File: config.mk
export PLATFORM = sky130hd
export DESIGN_NAME = interrupt_fp_exception_unit
export DESIGN_NICKNAME = d
export VERILOG_FILES = /design/src/exc_unit_pkg.sv /design/src/interrupt_fp_exception_unit.sv
export VERILOG_INCLUDE_DIRS = /design/src
export SDC_FILE = /design/constraint.sdc
export NUM_CORES = 1
export LEC_CHECK = 0
export BUFFER_PORTS_ARGS = -buffer_cell sky130_fd_sc_hd__clkbuf_2
export CORE_MARGIN = 5
export CORE_UTILIZATION = 50
export CTS_CLUSTER_SIZE = 16
export DETAILED_ROUTE_END_ITERATION = 10
export PLACE_DENSITY = 0.87
export SLEW_MARGIN = 20
export SYNTH_ARGS = -nofsm -noshare
export SYNTH_HDL_FRONTEND = slang
export SYNTH_SLANG_ARGS = --single-unit
export TNS_END_PERCENT = 10
File: constraint.sdc
create_clock -name aclk -period 2.1 [get_ports aclk]
set_input_delay 0.21 -clock aclk [delete_from_list [all_inputs] [get_ports aclk]]
set_output_delay 0.21 -clock aclk [all_outputs]
set_load 0.005 [all_outputs]
File: src/exc_unit_regs.svh
// Register offsets, field positions, reset values and write masks of the exception unit.
// Assumes inclusion by its bare name from the exception unit design file.
`ifndef EXC_UNIT_REGS_SVH
`define EXC_UNIT_REGS_SVH

`define OFS_STATUS          8'h00
`define OFS_CAUSE           8'h04
`define OFS_RETURN_ADDR     8'h08
`define OFS_FP_CSR          8'h0C

`define STATUS_IE_BIT       0
`define STATUS_IM_LSB       8
`define STATUS_CU1_BIT      29
`define STATUS_BD_BIT       31
`define STATUS_WR_MASK      32'h2000_FF01
`define STATUS_RESET        32'h0000_0000

`define CAUSE_CODE_LSB      2
`define CAUSE_PEND_LSB      8
`define CAUSE_BD_BIT        31
`define CAUSE_SW_MASK       32'h0000_0300

`define FP_CSR_EVENT_BIT    0
`define FP_CSR_IEEE_BIT     16
`define FP_CSR_UNIMPLEMENTED_OP_FLAG_BIT    17

`define RESP_OKAY           2'h0
`define RESP_SLVERR         2'h2

`endif

File: src/exc_unit_pkg.sv
// Types shared by the exception unit.
// Assumes nothing of its surroundings.
package exc_unit_pkg;

  typedef enum logic [4:0] {
    EXC_INTERRUPT  = 5'b0_0000,
    EXC_CP_UNUSE   = 5'b0_1011,
    EXC_FP_ARITH   = 5'b0_1111
  } exc_code_t;

endpackage

File: src/interrupt_fp_exception_unit.sv
// Interrupt and floating-point exception recognition with an AXI4-Lite register file.
// Assumes a core that pulses boundary once per instruction boundary and a coprocessor on the same clock.
//
// Operation
// - Take interrupt immediately when any unmasked hardware or software source is active; the unit waits for the next boundary pulse and needs IE set.
// - Each pending source shows as its own cause bit, ordered by input number.
// - After a floating-point interrupt, return address is the fp instruction or branch.
// - Delay-slot flag set when exception hits a delay slot; instruction at address plus four.
// - Floating-point instruction with coprocessor usable clear raises coprocessor unusable exception.
// - Coprocessor sets unimplemented flag in its status register when it cannot perform.
// - Coprocessor exception with unimplemented clear is recorded as an arithmetic exception.
// - One variant routes fp exceptions to an interrupt line, other through exception path.
//
// Design decisions made here: the AXI4-Lite interface to the registers and the register offsets.
`timescale 1ns/1ps
`include "exc_unit_regs.svh"

module interrupt_fp_exception_unit #(
  parameter int HW_IRQS         = 6,
  parameter int FP_IRQ_LINE     = 3,
  parameter bit FP_VIA_IRQ      = 1'b1
) (
  input  wire logic                      aclk,
  input  wire logic                      aresetn,
  input  wire logic [5:0]                irq_pin,
  input  wire logic                      boundary,
  input  wire logic [31:0]               boundary_pc,
  input  wire logic                      boundary_in_slot,
  input  wire logic [31:0]               boundary_branch_pc,
  input  wire logic                      boundary_is_fp,
  input  wire logic                      fp_exception,
  input  wire logic                      fp_cannot_perform,
  input  wire logic [31:0]               fp_instr_pc,
  input  wire logic                      fp_instr_in_slot,
  input  wire logic [31:0]               fp_branch_pc,
  output logic                           exc_take,
  output exc_unit_pkg::exc_code_t        exc_code,
  output logic [31:0]                    exc_vector_epc,
  input  wire logic [7:0]                s_axi_awaddr,
  input  wire logic                      s_axi_awvalid,
  output logic                           s_axi_awready,
  input  wire logic [31:0]               s_axi_wdata,
  input  wire logic [3:0]                s_axi_wstrb,
  input  wire logic                      s_axi_wvalid,
  output logic                           s_axi_wready,
  output logic [1:0]                     s_axi_bresp,
  output logic                           s_axi_bvalid,
  input  wire logic                      s_axi_bready,
  input  wire logic [7:0]                s_axi_araddr,
  input  wire logic                      s_axi_arvalid,
  output logic                           s_axi_arready,
  output logic [31:0]                    s_axi_rdata,
  output logic [1:0]                     s_axi_rresp,
  output logic                           s_axi_rvalid,
  input  wire logic                      s_axi_rready
);

  initial begin
    if (HW_IRQS != 6 || FP_IRQ_LINE < 0 || FP_IRQ_LINE >= HW_IRQS) begin
      $error("Unsupported interrupt configuration.");
    end
  end

  function automatic logic [31:0] apply_strb(input logic [31:0] old_v, input logic [31:0] new_v,
                                             input logic [3:0] strb);
    logic [31:0] res;
    res = old_v;
    for (int i = 0; i < 4; i++) begin
      if (strb[i]) begin
        res[i*8 +: 8] = new_v[i*8 +: 8];
      end
    end
    return res;
  endfunction

  function automatic logic is_mapped(input logic [7:0] addr);
    return addr == `OFS_STATUS || addr == `OFS_CAUSE || addr == `OFS_RETURN_ADDR || addr == `OFS_FP_CSR;
  endfunction

  logic [5:0]  irq_meta;
  logic [5:0]  irq_sync;
  logic [31:0] status;
  logic [1:0]  sw_irq;
  logic [31:0] return_addr;
  logic        cause_bd;
  logic [4:0]  cause_code;
  logic        fp_event;
  logic        fp_ieee;
  logic        fp_unimplemented_op_flag;
  logic        fp_trap_armed;
  logic [31:0] fp_saved_pc;
  logic        fp_saved_slot;
  logic [31:0] fp_saved_branch;
  logic        aw_held;
  logic [7:0]  aw_addr;
  logic        w_held;
  logic [31:0] w_data;
  logic [3:0]  w_strb;
  logic        wr_en;
  logic [5:0]  hw_pend;
  logic [7:0]  pend;
  logic        irq_req;
  logic        cp_unusable;
  logic        fp_trap;
  logic        fp_sig;
  logic        take_now;
  logic        use_fp_addr;
  logic        next_bd;
  logic [31:0] next_epc;
  exc_unit_pkg::exc_code_t next_code;
  logic [31:0] cause_word;
  logic [31:0] fp_csr_word;

  // Pins are asynchronous and pass two flip-flops first.
  always_ff @(posedge aclk) begin
    if (!aresetn) begin
      irq_meta <= 6'h00;
      irq_sync <= 6'h00;
    end else begin
      irq_meta <= irq_pin;
      irq_sync <= irq_meta;
    end
  end

  assign fp_sig  = fp_exception & status[`STATUS_CU1_BIT];
  assign wr_en   = aw_held & w_held & ~s_axi_bvalid;

  always_comb begin
    hw_pend = irq_sync;
    if (FP_VIA_IRQ) begin
      hw_pend[FP_IRQ_LINE] = irq_sync[FP_IRQ_LINE] | fp_event;
    end
  end

  assign pend        = {hw_pend, sw_irq};
  assign irq_req     = status[`STATUS_IE_BIT] & |(pend & status[`STATUS_IM_LSB +: 8]);
  assign cp_unusable = boundary_is_fp & ~status[`STATUS_CU1_BIT];
  assign fp_trap     = !FP_VIA_IRQ && fp_trap_armed;
  assign take_now    = boundary & (irq_req | cp_unusable | fp_trap);

  always_comb begin
    use_fp_addr = 1'b0;
    next_code   = exc_unit_pkg::EXC_INTERRUPT;
    if (irq_req) begin
      next_code   = exc_unit_pkg::EXC_INTERRUPT;
      use_fp_addr = FP_VIA_IRQ && fp_event && status[`STATUS_IM_LSB + 2 + FP_IRQ_LINE];
    end else if (cp_unusable) begin
      next_code   = exc_unit_pkg::EXC_CP_UNUSE;
    end else begin
      next_code   = exc_unit_pkg::EXC_FP_ARITH;
      use_fp_addr = 1'b1;
    end
    next_bd  = use_fp_addr ? fp_saved_slot : boundary_in_slot;
    if (use_fp_addr) begin
      next_epc = fp_saved_slot ? fp_saved_branch : fp_saved_pc;
    end else begin
      next_epc = boundary_in_slot ? boundary_branch_pc : boundary_pc;
    end
  end

  // Exception is signalled to the core one cycle after the boundary.
  always_ff @(posedge aclk) begin
    if (!aresetn) begin
      exc_take       <= 1'b0;
      exc_code       <= exc_unit_pkg::EXC_INTERRUPT;
      exc_vector_epc <= 32'h0000_0000;
    end else begin
      exc_take <= take_now;
      if (take_now) begin
        exc_code       <= next_code;
        exc_vector_epc <= next_epc;
      end
    end
  end

  // Saved return address, delay-slot flag and cause code.
  always_ff @(posedge aclk) begin
    if (!aresetn) begin
      return_addr <= 32'h0000_0000;
      cause_bd    <= 1'b0;
      cause_code  <= 5'h00;
    end else if (take_now) begin
      return_addr <= next_epc;
      cause_bd    <= next_bd;
      cause_code  <= next_code;
    end
  end

  // Status: taking an exception masks further interrupts.
  always_ff @(posedge aclk) begin
    if (!aresetn) begin
      status <= `STATUS_RESET;
    end else begin
      if (wr_en && aw_addr == `OFS_STATUS) begin
        status <= apply_strb(status, w_data, w_strb) & `STATUS_WR_MASK;
      end
      if (take_now) begin
        status[`STATUS_IE_BIT] <= 1'b0;
      end
    end
  end

  always_ff @(posedge aclk) begin
    if (!aresetn) begin
      sw_irq <= 2'h0;
    end else if (wr_en && aw_addr == `OFS_CAUSE) begin
      sw_irq <= w_strb[1] ? w_data[`CAUSE_PEND_LSB +: 2] : sw_irq;
    end
  end

  // Coprocessor flags; a new event wins over a write-one-to-clear in the same cycle.
  always_ff @(posedge aclk) begin
    if (!aresetn) begin
      fp_event <= 1'b0;
      fp_ieee  <= 1'b0;
      fp_unimplemented_op_flag <= 1'b0;
    end else begin
      if (wr_en && aw_addr == `OFS_FP_CSR) begin
        if (w_strb[0] && w_data[`FP_CSR_EVENT_BIT]) begin
          fp_event <= 1'b0;
        end
        if (w_strb[2] && w_data[`FP_CSR_IEEE_BIT]) begin
          fp_ieee <= 1'b0;
        end
        if (w_strb[2] && w_data[`FP_CSR_UNIMPLEMENTED_OP_FLAG_BIT]) begin
          fp_unimplemented_op_flag <= 1'b0;
        end
      end
      if (fp_sig) begin
        fp_event <= 1'b1;
        if (fp_cannot_perform) begin
          fp_unimplemented_op_flag <= 1'b1;
        end else begin
          fp_ieee <= 1'b1;
        end
      end
    end
  end

  // Faulting instruction capture and exception-path trap arming.
  always_ff @(posedge aclk) begin
    if (!aresetn) begin
      fp_trap_armed   <= 1'b0;
      fp_saved_pc     <= 32'h0000_0000;
      fp_saved_slot   <= 1'b0;
      fp_saved_branch <= 32'h0000_0000;
    end else begin
      if (take_now && !irq_req && !cp_unusable) begin
        fp_trap_armed <= 1'b0;
      end
      if (fp_sig) begin
        fp_trap_armed   <= 1'b1;
        fp_saved_pc     <= fp_instr_pc;
        fp_saved_slot   <= fp_instr_in_slot;
        fp_saved_branch <= fp_branch_pc;
      end
    end
  end

  assign cause_word  = {cause_bd, 15'h0000, pend, 1'b0, cause_code, 2'h0};
  assign fp_csr_word = {14'h0000, fp_unimplemented_op_flag, fp_ieee, 15'h0000, fp_event};

  // Write channel: address and data accepted in either order, response after both.
  always_ff @(posedge aclk) begin
    if (!aresetn) begin
      aw_held       <= 1'b0;
      aw_addr       <= 8'h00;
      s_axi_awready <= 1'b0;
    end else begin
      if (s_axi_awvalid && s_axi_awready) begin
        aw_held       <= 1'b1;
        aw_addr       <= s_axi_awaddr;
        s_axi_awready <= 1'b0;
      end else if (!aw_held && !s_axi_bvalid) begin
        s_axi_awready <= 1'b1;
      end
      if (wr_en) begin
        aw_held <= 1'b0;
      end
    end
  end

  always_ff @(posedge aclk) begin
    if (!aresetn) begin
      w_held       <= 1'b0;
      w_data       <= 32'h0000_0000;
      w_strb       <= 4'h0;
      s_axi_wready <= 1'b0;
    end else begin
      if (s_axi_wvalid && s_axi_wready) begin
        w_held       <= 1'b1;
        w_data       <= s_axi_wdata;
        w_strb       <= s_axi_wstrb;
        s_axi_wready <= 1'b0;
      end else if (!w_held && !s_axi_bvalid) begin
        s_axi_wready <= 1'b1;
      end
      if (wr_en) begin
        w_held <= 1'b0;
      end
    end
  end

  always_ff @(posedge aclk) begin
    if (!aresetn) begin
      s_axi_bvalid <= 1'b0;
      s_axi_bresp  <= `RESP_OKAY;
    end else if (wr_en) begin
      s_axi_bvalid <= 1'b1;
      s_axi_bresp  <= is_mapped(aw_addr) ? `RESP_OKAY : `RESP_SLVERR;
    end else if (s_axi_bready) begin
      s_axi_bvalid <= 1'b0;
    end
  end

  // Read channel.
  always_ff @(posedge aclk) begin
    if (!aresetn) begin
      s_axi_arready <= 1'b0;
      s_axi_rvalid  <= 1'b0;
      s_axi_rdata   <= 32'h0000_0000;
      s_axi_rresp   <= `RESP_OKAY;
    end else if (s_axi_arvalid && s_axi_arready) begin
      s_axi_arready <= 1'b0;
      s_axi_rvalid  <= 1'b1;
      s_axi_rresp   <= is_mapped(s_axi_araddr) ? `RESP_OKAY : `RESP_SLVERR;
      unique case (s_axi_araddr)
        `OFS_STATUS:      s_axi_rdata <= {cause_bd, status[30:0]};
        `OFS_CAUSE:       s_axi_rdata <= cause_word;
        `OFS_RETURN_ADDR: s_axi_rdata <= return_addr;
        `OFS_FP_CSR:      s_axi_rdata <= fp_csr_word;
        default:          s_axi_rdata <= 32'h0000_0000;
      endcase
    end else if (s_axi_rvalid) begin
      if (s_axi_rready) begin
        s_axi_rvalid <= 1'b0;
      end
    end else begin
      s_axi_arready <= 1'b1;
    end
  end

endmodule

Word-level counts from Yosys, hierarchy flattened
Index checks and enable logic that the tools add are counted.
- register bits after elaboration: 216
- input port bits: 199
- output and inout port bits: 79
- equality and inequality tests: 6
- mux-type cells: 27
- bitwise operators: 12
- reductions and logical operators: 37
- operators by type and width (cell ; number):
    $pmux 32 s4 ; 1
    $mux 32 ; 3
    $eq 8x4->1 const B ; 4
    $mux 1 ; 19
    $eq 8x3->1 const B ; 2
    $logic_not 8->1 ; 2
    $logic_and 1x1->1 ; 12
    $reduce_and 2->1 ; 5
    $reduce_or 2->1 ; 5
    $and 8x8->8 ; 1
    $reduce_or 8->1 ; 1
    $and 1x1->1 ; 6
    $logic_or 1x1->1 ; 6
    $reduce_bool 2->1 ; 3
    $mux 2 ; 2
    $mux 4 ; 1
    $logic_not 1->1 ; 3
    $mux 3 ; 1
    $not 1->1 ; 3
    $or 1x1->1 ; 2

Longest topological paths before layout
- word-level depth: 7
- depth in mapped cells: 6

Worst setup path before layout
No wires, ideal clock.
- path type: input to register
- start: input port s_axi_araddr[7]
- end: register s_axi_rdata[20]
- library setup time: 0.057 ns
- data required time: 2.043 ns
- cell stages on the path: 5
- path slack: 0.450 ns
- data arrival time: 1.592 ns
- path buffers: 1
- path through: or4_4 -> nor3_4 -> nor4b_4 -> buf_6 -> a22o_2
- longest elaborated chain between the ends: 2
- elaborated cells on any way between the ends: 5
- those cells by class: eq/ne: 3; mux: 1; reduce/logical: 1
- RTL lines (element ; line ; text):
    start, declared ; interrupt_fp_exception_unit.sv:49 ; input wire logic [7:0] s_axi_araddr,
    $eq 8x4->1, or another cell as far along ; interrupt_fp_exception_unit.sv:327 ; unique case (s_axi_araddr)
    $pmux 32 s4 (*) ; interrupt_fp_exception_unit.sv:327 ;
    end signal, assigned ; interrupt_fp_exception_unit.sv:328 ; `OFS_STATUS: s_axi_rdata <= {cause_bd, status[30:0]};
    end signal, assigned ; interrupt_fp_exception_unit.sv:329 ; `OFS_CAUSE: s_axi_rdata <= cause_word;
    end signal, assigned ; interrupt_fp_exception_unit.sv:330 ; `OFS_RETURN_ADDR: s_axi_rdata <= return_addr;
    end, declared ; interrupt_fp_exception_unit.sv:52 ; output logic [31:0] s_axi_rdata,
Every way passes the cells marked *; elsewhere a longest branch is shown, timed or not.
A chain may end at the register's enable or synchronous reset.

Final worst setup path
- start: register status[9]
- end: register return_addr[11]
- longest elaborated chain between the ends: 5
- elaborated cells on any way between the ends: 7
- those cells by class: mux: 2; bitwise: 4; reduce/logical: 1
- RTL lines (element ; line ; text):
    start, declared ; interrupt_fp_exception_unit.sv:82 ; logic [31:0] status;
    start signal, assigned ; interrupt_fp_exception_unit.sv:192 ; status <= `STATUS_RESET;
    start signal, assigned ; interrupt_fp_exception_unit.sv:195 ; status <= apply_strb(status, w_data, w_strb) & `STATUS_WR_MASK;
    $and 8x8->8 (*) ; interrupt_fp_exception_unit.sv:136 ; assign irq_req = status[`STATUS_IE_BIT] & |(pend & status[`STATUS_IM_LSB +: 8]);
    $reduce_or 8->1 (*) ; interrupt_fp_exception_unit.sv:136 ;
    $and 1x1->1 (*) ; interrupt_fp_exception_unit.sv:136 ;
    $mux 1 or $or 1x1->1 (tied branches) ; interrupt_fp_exception_unit.sv:144, interrupt_fp_exception_unit.sv:139 ;
    $mux 32 or $and 1x1->1 (tied branches) ; interrupt_fp_exception_unit.sv:154, interrupt_fp_exception_unit.sv:139 ;
    end signal, assigned ; interrupt_fp_exception_unit.sv:183 ; return_addr <= next_epc;
    end, declared ; interrupt_fp_exception_unit.sv:84 ; logic [31:0] return_addr;
Marked as above.

==> impl_metrics.toml <==
[min_path]
hold_class = "input pin to register"
hold_end = "fp_saved_pc[17]"
worstHoldStart = "fp_instr_pc[17]"
min_path_cells = 3

[global_route]
grt_pass1_wl_um = 37100
grt_remaining_overflow = 0
grt_pass1_vias = 7208
grt_usage_pct = 25.6
grt_max_degree = 108
antenna_found_initial = 0

[pwr]
ir_worst_vdd_uv = 550
powerDensity_mw_per_mm2 = 719
power_uw = 7520
power.leakage_uw = 0.00473

[layout]
nets = 1384
post-route-util_pct = 65.9
diodes = 0
syn_to_final_growth_pct = 29.2
n_fill_cell = 1267
drive_above_1_share_pct = 29.8
final_area_mm2 = 0.0105

[synthesis]
syn-cell-area_mm2 = 0.00810
synth_edf_count = 0
ys.warnings.count = 0
synthCells = 933
synth_top_flop_cell = "dfxtp_1"
ys_ff_latch = 193
ys_async_sr_fraction_pct = 0
synth_seq_area_share_pct = 47.7
syn-mean-instance-area_um2 = 8.68
synth_cell_types = 43

[place]
port_buffers = 254
gp_congestion = 0.839
place_area_mm2 = 0.00959
dp_hpwl_um = 18300

[cts]
cts_root_buffer = "clkbuf_16"
clock_path_buffers = 2
cts_tree = "built"
cts_buffers = 17
cts.sinks = 193
h-tree-depth = 4
postCtsSetupBuffers = 0
insertion_delay_ns = 0.42
path_clk_slew_ns = 0.07

[sta]
setup_viol = 0
worst_slew_pin_slew_ns = 0.597
whs_ns = 0.0113
fmax_ghz = 0.563
report.final.hold_viol_count = 0
fin_crit_sh_pct = 84.6
rsz0062_at_grt = "false"
fin_skew_ns = 0.00710
min_period_ns = 1.78
finalSetupTns_ns = 0
relSlewSlack_pct = 60.2
final_max_slew_viol_count = 0

[drt]
first_pass_iters = 5
drtAntennaViolNets = 0
wl_per_cell_um = 17.5
drtIter0Drc = 469
via_per_inst = 5.33
num_vias = 7534
wirelength_um = 24700
drt_drc_violations_left = 0

[floorplan]
dieHeight_um = 137
rows = 46
core_area_mm2 = 0.0159
die_x_um = 137
die_area_mm2 = 0.0189
start_util_pct = 51.0
ioPinCount = 278

[worst_setup_path]
critPathArrivalTime_ns = 2.12
start_kind = "register"
worstPathRequired_ns = 2.45
critPathMaxFanout = 22
slowest_stage = "a222oi_1"
critPathCaptureType = "register"
r2r-end = "return_addr[11]"
critPathMaxStageDelay_ns = 0.37
rrSetupSlack_ns = 0.32
reg2reg_depth = 5
worstReg2RegStart = "status[9]"
crit_chain = "a222oi_1 > nand4_1 > o21ai_4 > buf_12 > mux2i_1"
crit_type = "register to register"

[run]
maxCapViolCount = 0

[status]
status = "complete, no violations"
[worst max-delay path, delay by kind of cell (launching register included)]
kind | cells | cell delay, ns
AO/OA/AOI/OAI | 2 | 0.69
buffers and inverters | 1 | 0.24
flip-flops | 1 | 0.33
multiplexers | 1 | 0.20
AND/OR/NAND/NOR | 1 | 0.23
[state kept, by name, indices dropped and copies added, names as in the netlist, 2 cells and up]
name / cells
cause_code: 2
status: 10
return_addr: 32
s_axi_rdata: 32
w_data: 12
irq_meta: 6
irq_sync: 6
fp_saved_pc: 32
fp_saved_branch: 32
sw_irq: 2
w_strb: 4
aw_addr: 8
[layout make-up]
type | instances | area, um^2 | area share, %
Tap cell | 216 | 270 | 2.58
Clock inverter | 9 | 82.6 | 0.789
Timing Repair Buffer | 307 | 1840 | 17.6
Inverter | 7 | 27.5 | 0.263
Sequential cell | 193 | 3860 | 36.9
Clock buffer | 23 | 468 | 4.47
Multi-Input combinational cell | 659 | 3920 | 37.4
[routing by layer]
metal / global-route usage, % / vias up / wire length (um)
met5: 0 / - / 0
met2: 41.7 / 312 / 11600
met3: 4.97 / 65 / 1630
li1: - / 3703 / -
met4: 11.6 / 0 / 859
met1: 32.8 / 3454 / 10600
[cell families after synthesis]
logic type / count (synthesis) / share of synthesized area [%]
flip-flops: 193 / 47.7
AO/OA/AOI/OAI: 195 / 14.7
multiplexers: 121 / 15.5
AND/OR/NAND/NOR: 340 / 17.7
other: 1 / 0.0463
buffers and inverters: 83 / 4.37
[what timing repair did]
item | CTS | global route
hold endpoints to repair | 32 | 0
hold buffers | 32 | 0
resized for setup | 0 | 0
[through the flow]
| stage | worst slack [ns] | std cells |
|---|---|---|
| global placement | 0.347 | 1350 |
| detailed placement | 0.263 | 1350 |
| floorplan | 0.450 | 935 |
| finish | 0.324 | 1414 |
| global route | 0.180 | 1414 |
| CTS | 0.314 | 1414 |
[cell usage after synthesis (2+ instances only)]
master | number | area share, %
nand2_1 | 260 | 12
dfxtp_1 | 193 | 48
a21oi_1 | 108 | 6.7
mux2i_1 | 86 | 11
clkbuf_1 | 51 | 2.4
mux2_2 | 35 | 4.9
o211ai_1 | 32 | 3.0
nor2_1 | 28 | 1.3
o21ai_0 | 20 | 1.2
and2_1 | 14 | 1.1
a22o_2 | 10 | 1.2
buf_1 | 10 | 0.46
nand3_1 | 10 | 0.62
buf_2 | 7 | 0.43
buf_4 | 7 | 0.65
inv_1 | 7 | 0.32
a22o_1 | 6 | 0.65
nand4_1 | 4 | 0.31
nor2b_1 | 4 | 0.31
nor3_1 | 4 | 0.25
a311oi_1 | 3 | 0.32
a32oi_1 | 3 | 0.32
nand2b_1 | 3 | 0.23
a22oi_1 | 2 | 0.19
a32o_1 | 2 | 0.25
and3_1 | 2 | 0.15
and3b_1 | 2 | 0.22
nor3b_1 | 2 | 0.19
nor4_1 | 2 | 0.15
o21a_1 | 2 | 0.19
o31ai_1 | 2 | 0.19
[cells in the final DEF, fill, tap and decap left out, types with 3 or more instances in the layout]
master | Yosys | routed
nand4_1 | 4 | 4
buf_4 | 7 | 14
clkinv_2 | 0 | 5
clkbuf_1 | 51 | 4
a22o_2 | 10 | 10
nand2b_1 | 3 | 3
dfxtp_1 | 193 | 193
nand2_1 | 260 | 259
mux2i_1 | 86 | 86
a311oi_1 | 3 | 3
conb_1 | 1 | 3
dlygate4sd3_1 | 0 | 32
nor2_1 | 28 | 28
nor3_1 | 4 | 4
o211ai_1 | 32 | 32
a32oi_1 | 3 | 3
mux2_2 | 35 | 35
inv_1 | 7 | 6
nor2b_1 | 4 | 4
o21ai_0 | 20 | 19
buf_12 | 0 | 7
a22o_1 | 6 | 6
a21oi_1 | 108 | 107
nand3_1 | 10 | 9
clkbuf_16 | 0 | 17
and2_1 | 14 | 13
clkbuf_2 | 0 | 253
[power by group]
part           internal [uW]  total, uW  switching [uW]
Sequential              3730       3800            71.0
Combinational            334        667             333
Clock                   1700       3050            1350
[worst max-delay path by stage]
stage,start,endpoint,cells past startpoint
after CTS,status[9],return_addr[21],5
after detailed placement,s_axi_araddr[7],s_axi_rdata[30],6
after floorplan,s_axi_araddr[7],s_axi_rdata[20],5
after global placement,s_axi_araddr[7],s_axi_rdata[24],6
final,status[9],return_addr[11],5
after global routing,aw_addr[1],fp_ieee,4
Note: power is estimated with default switching activity, not from simulation.
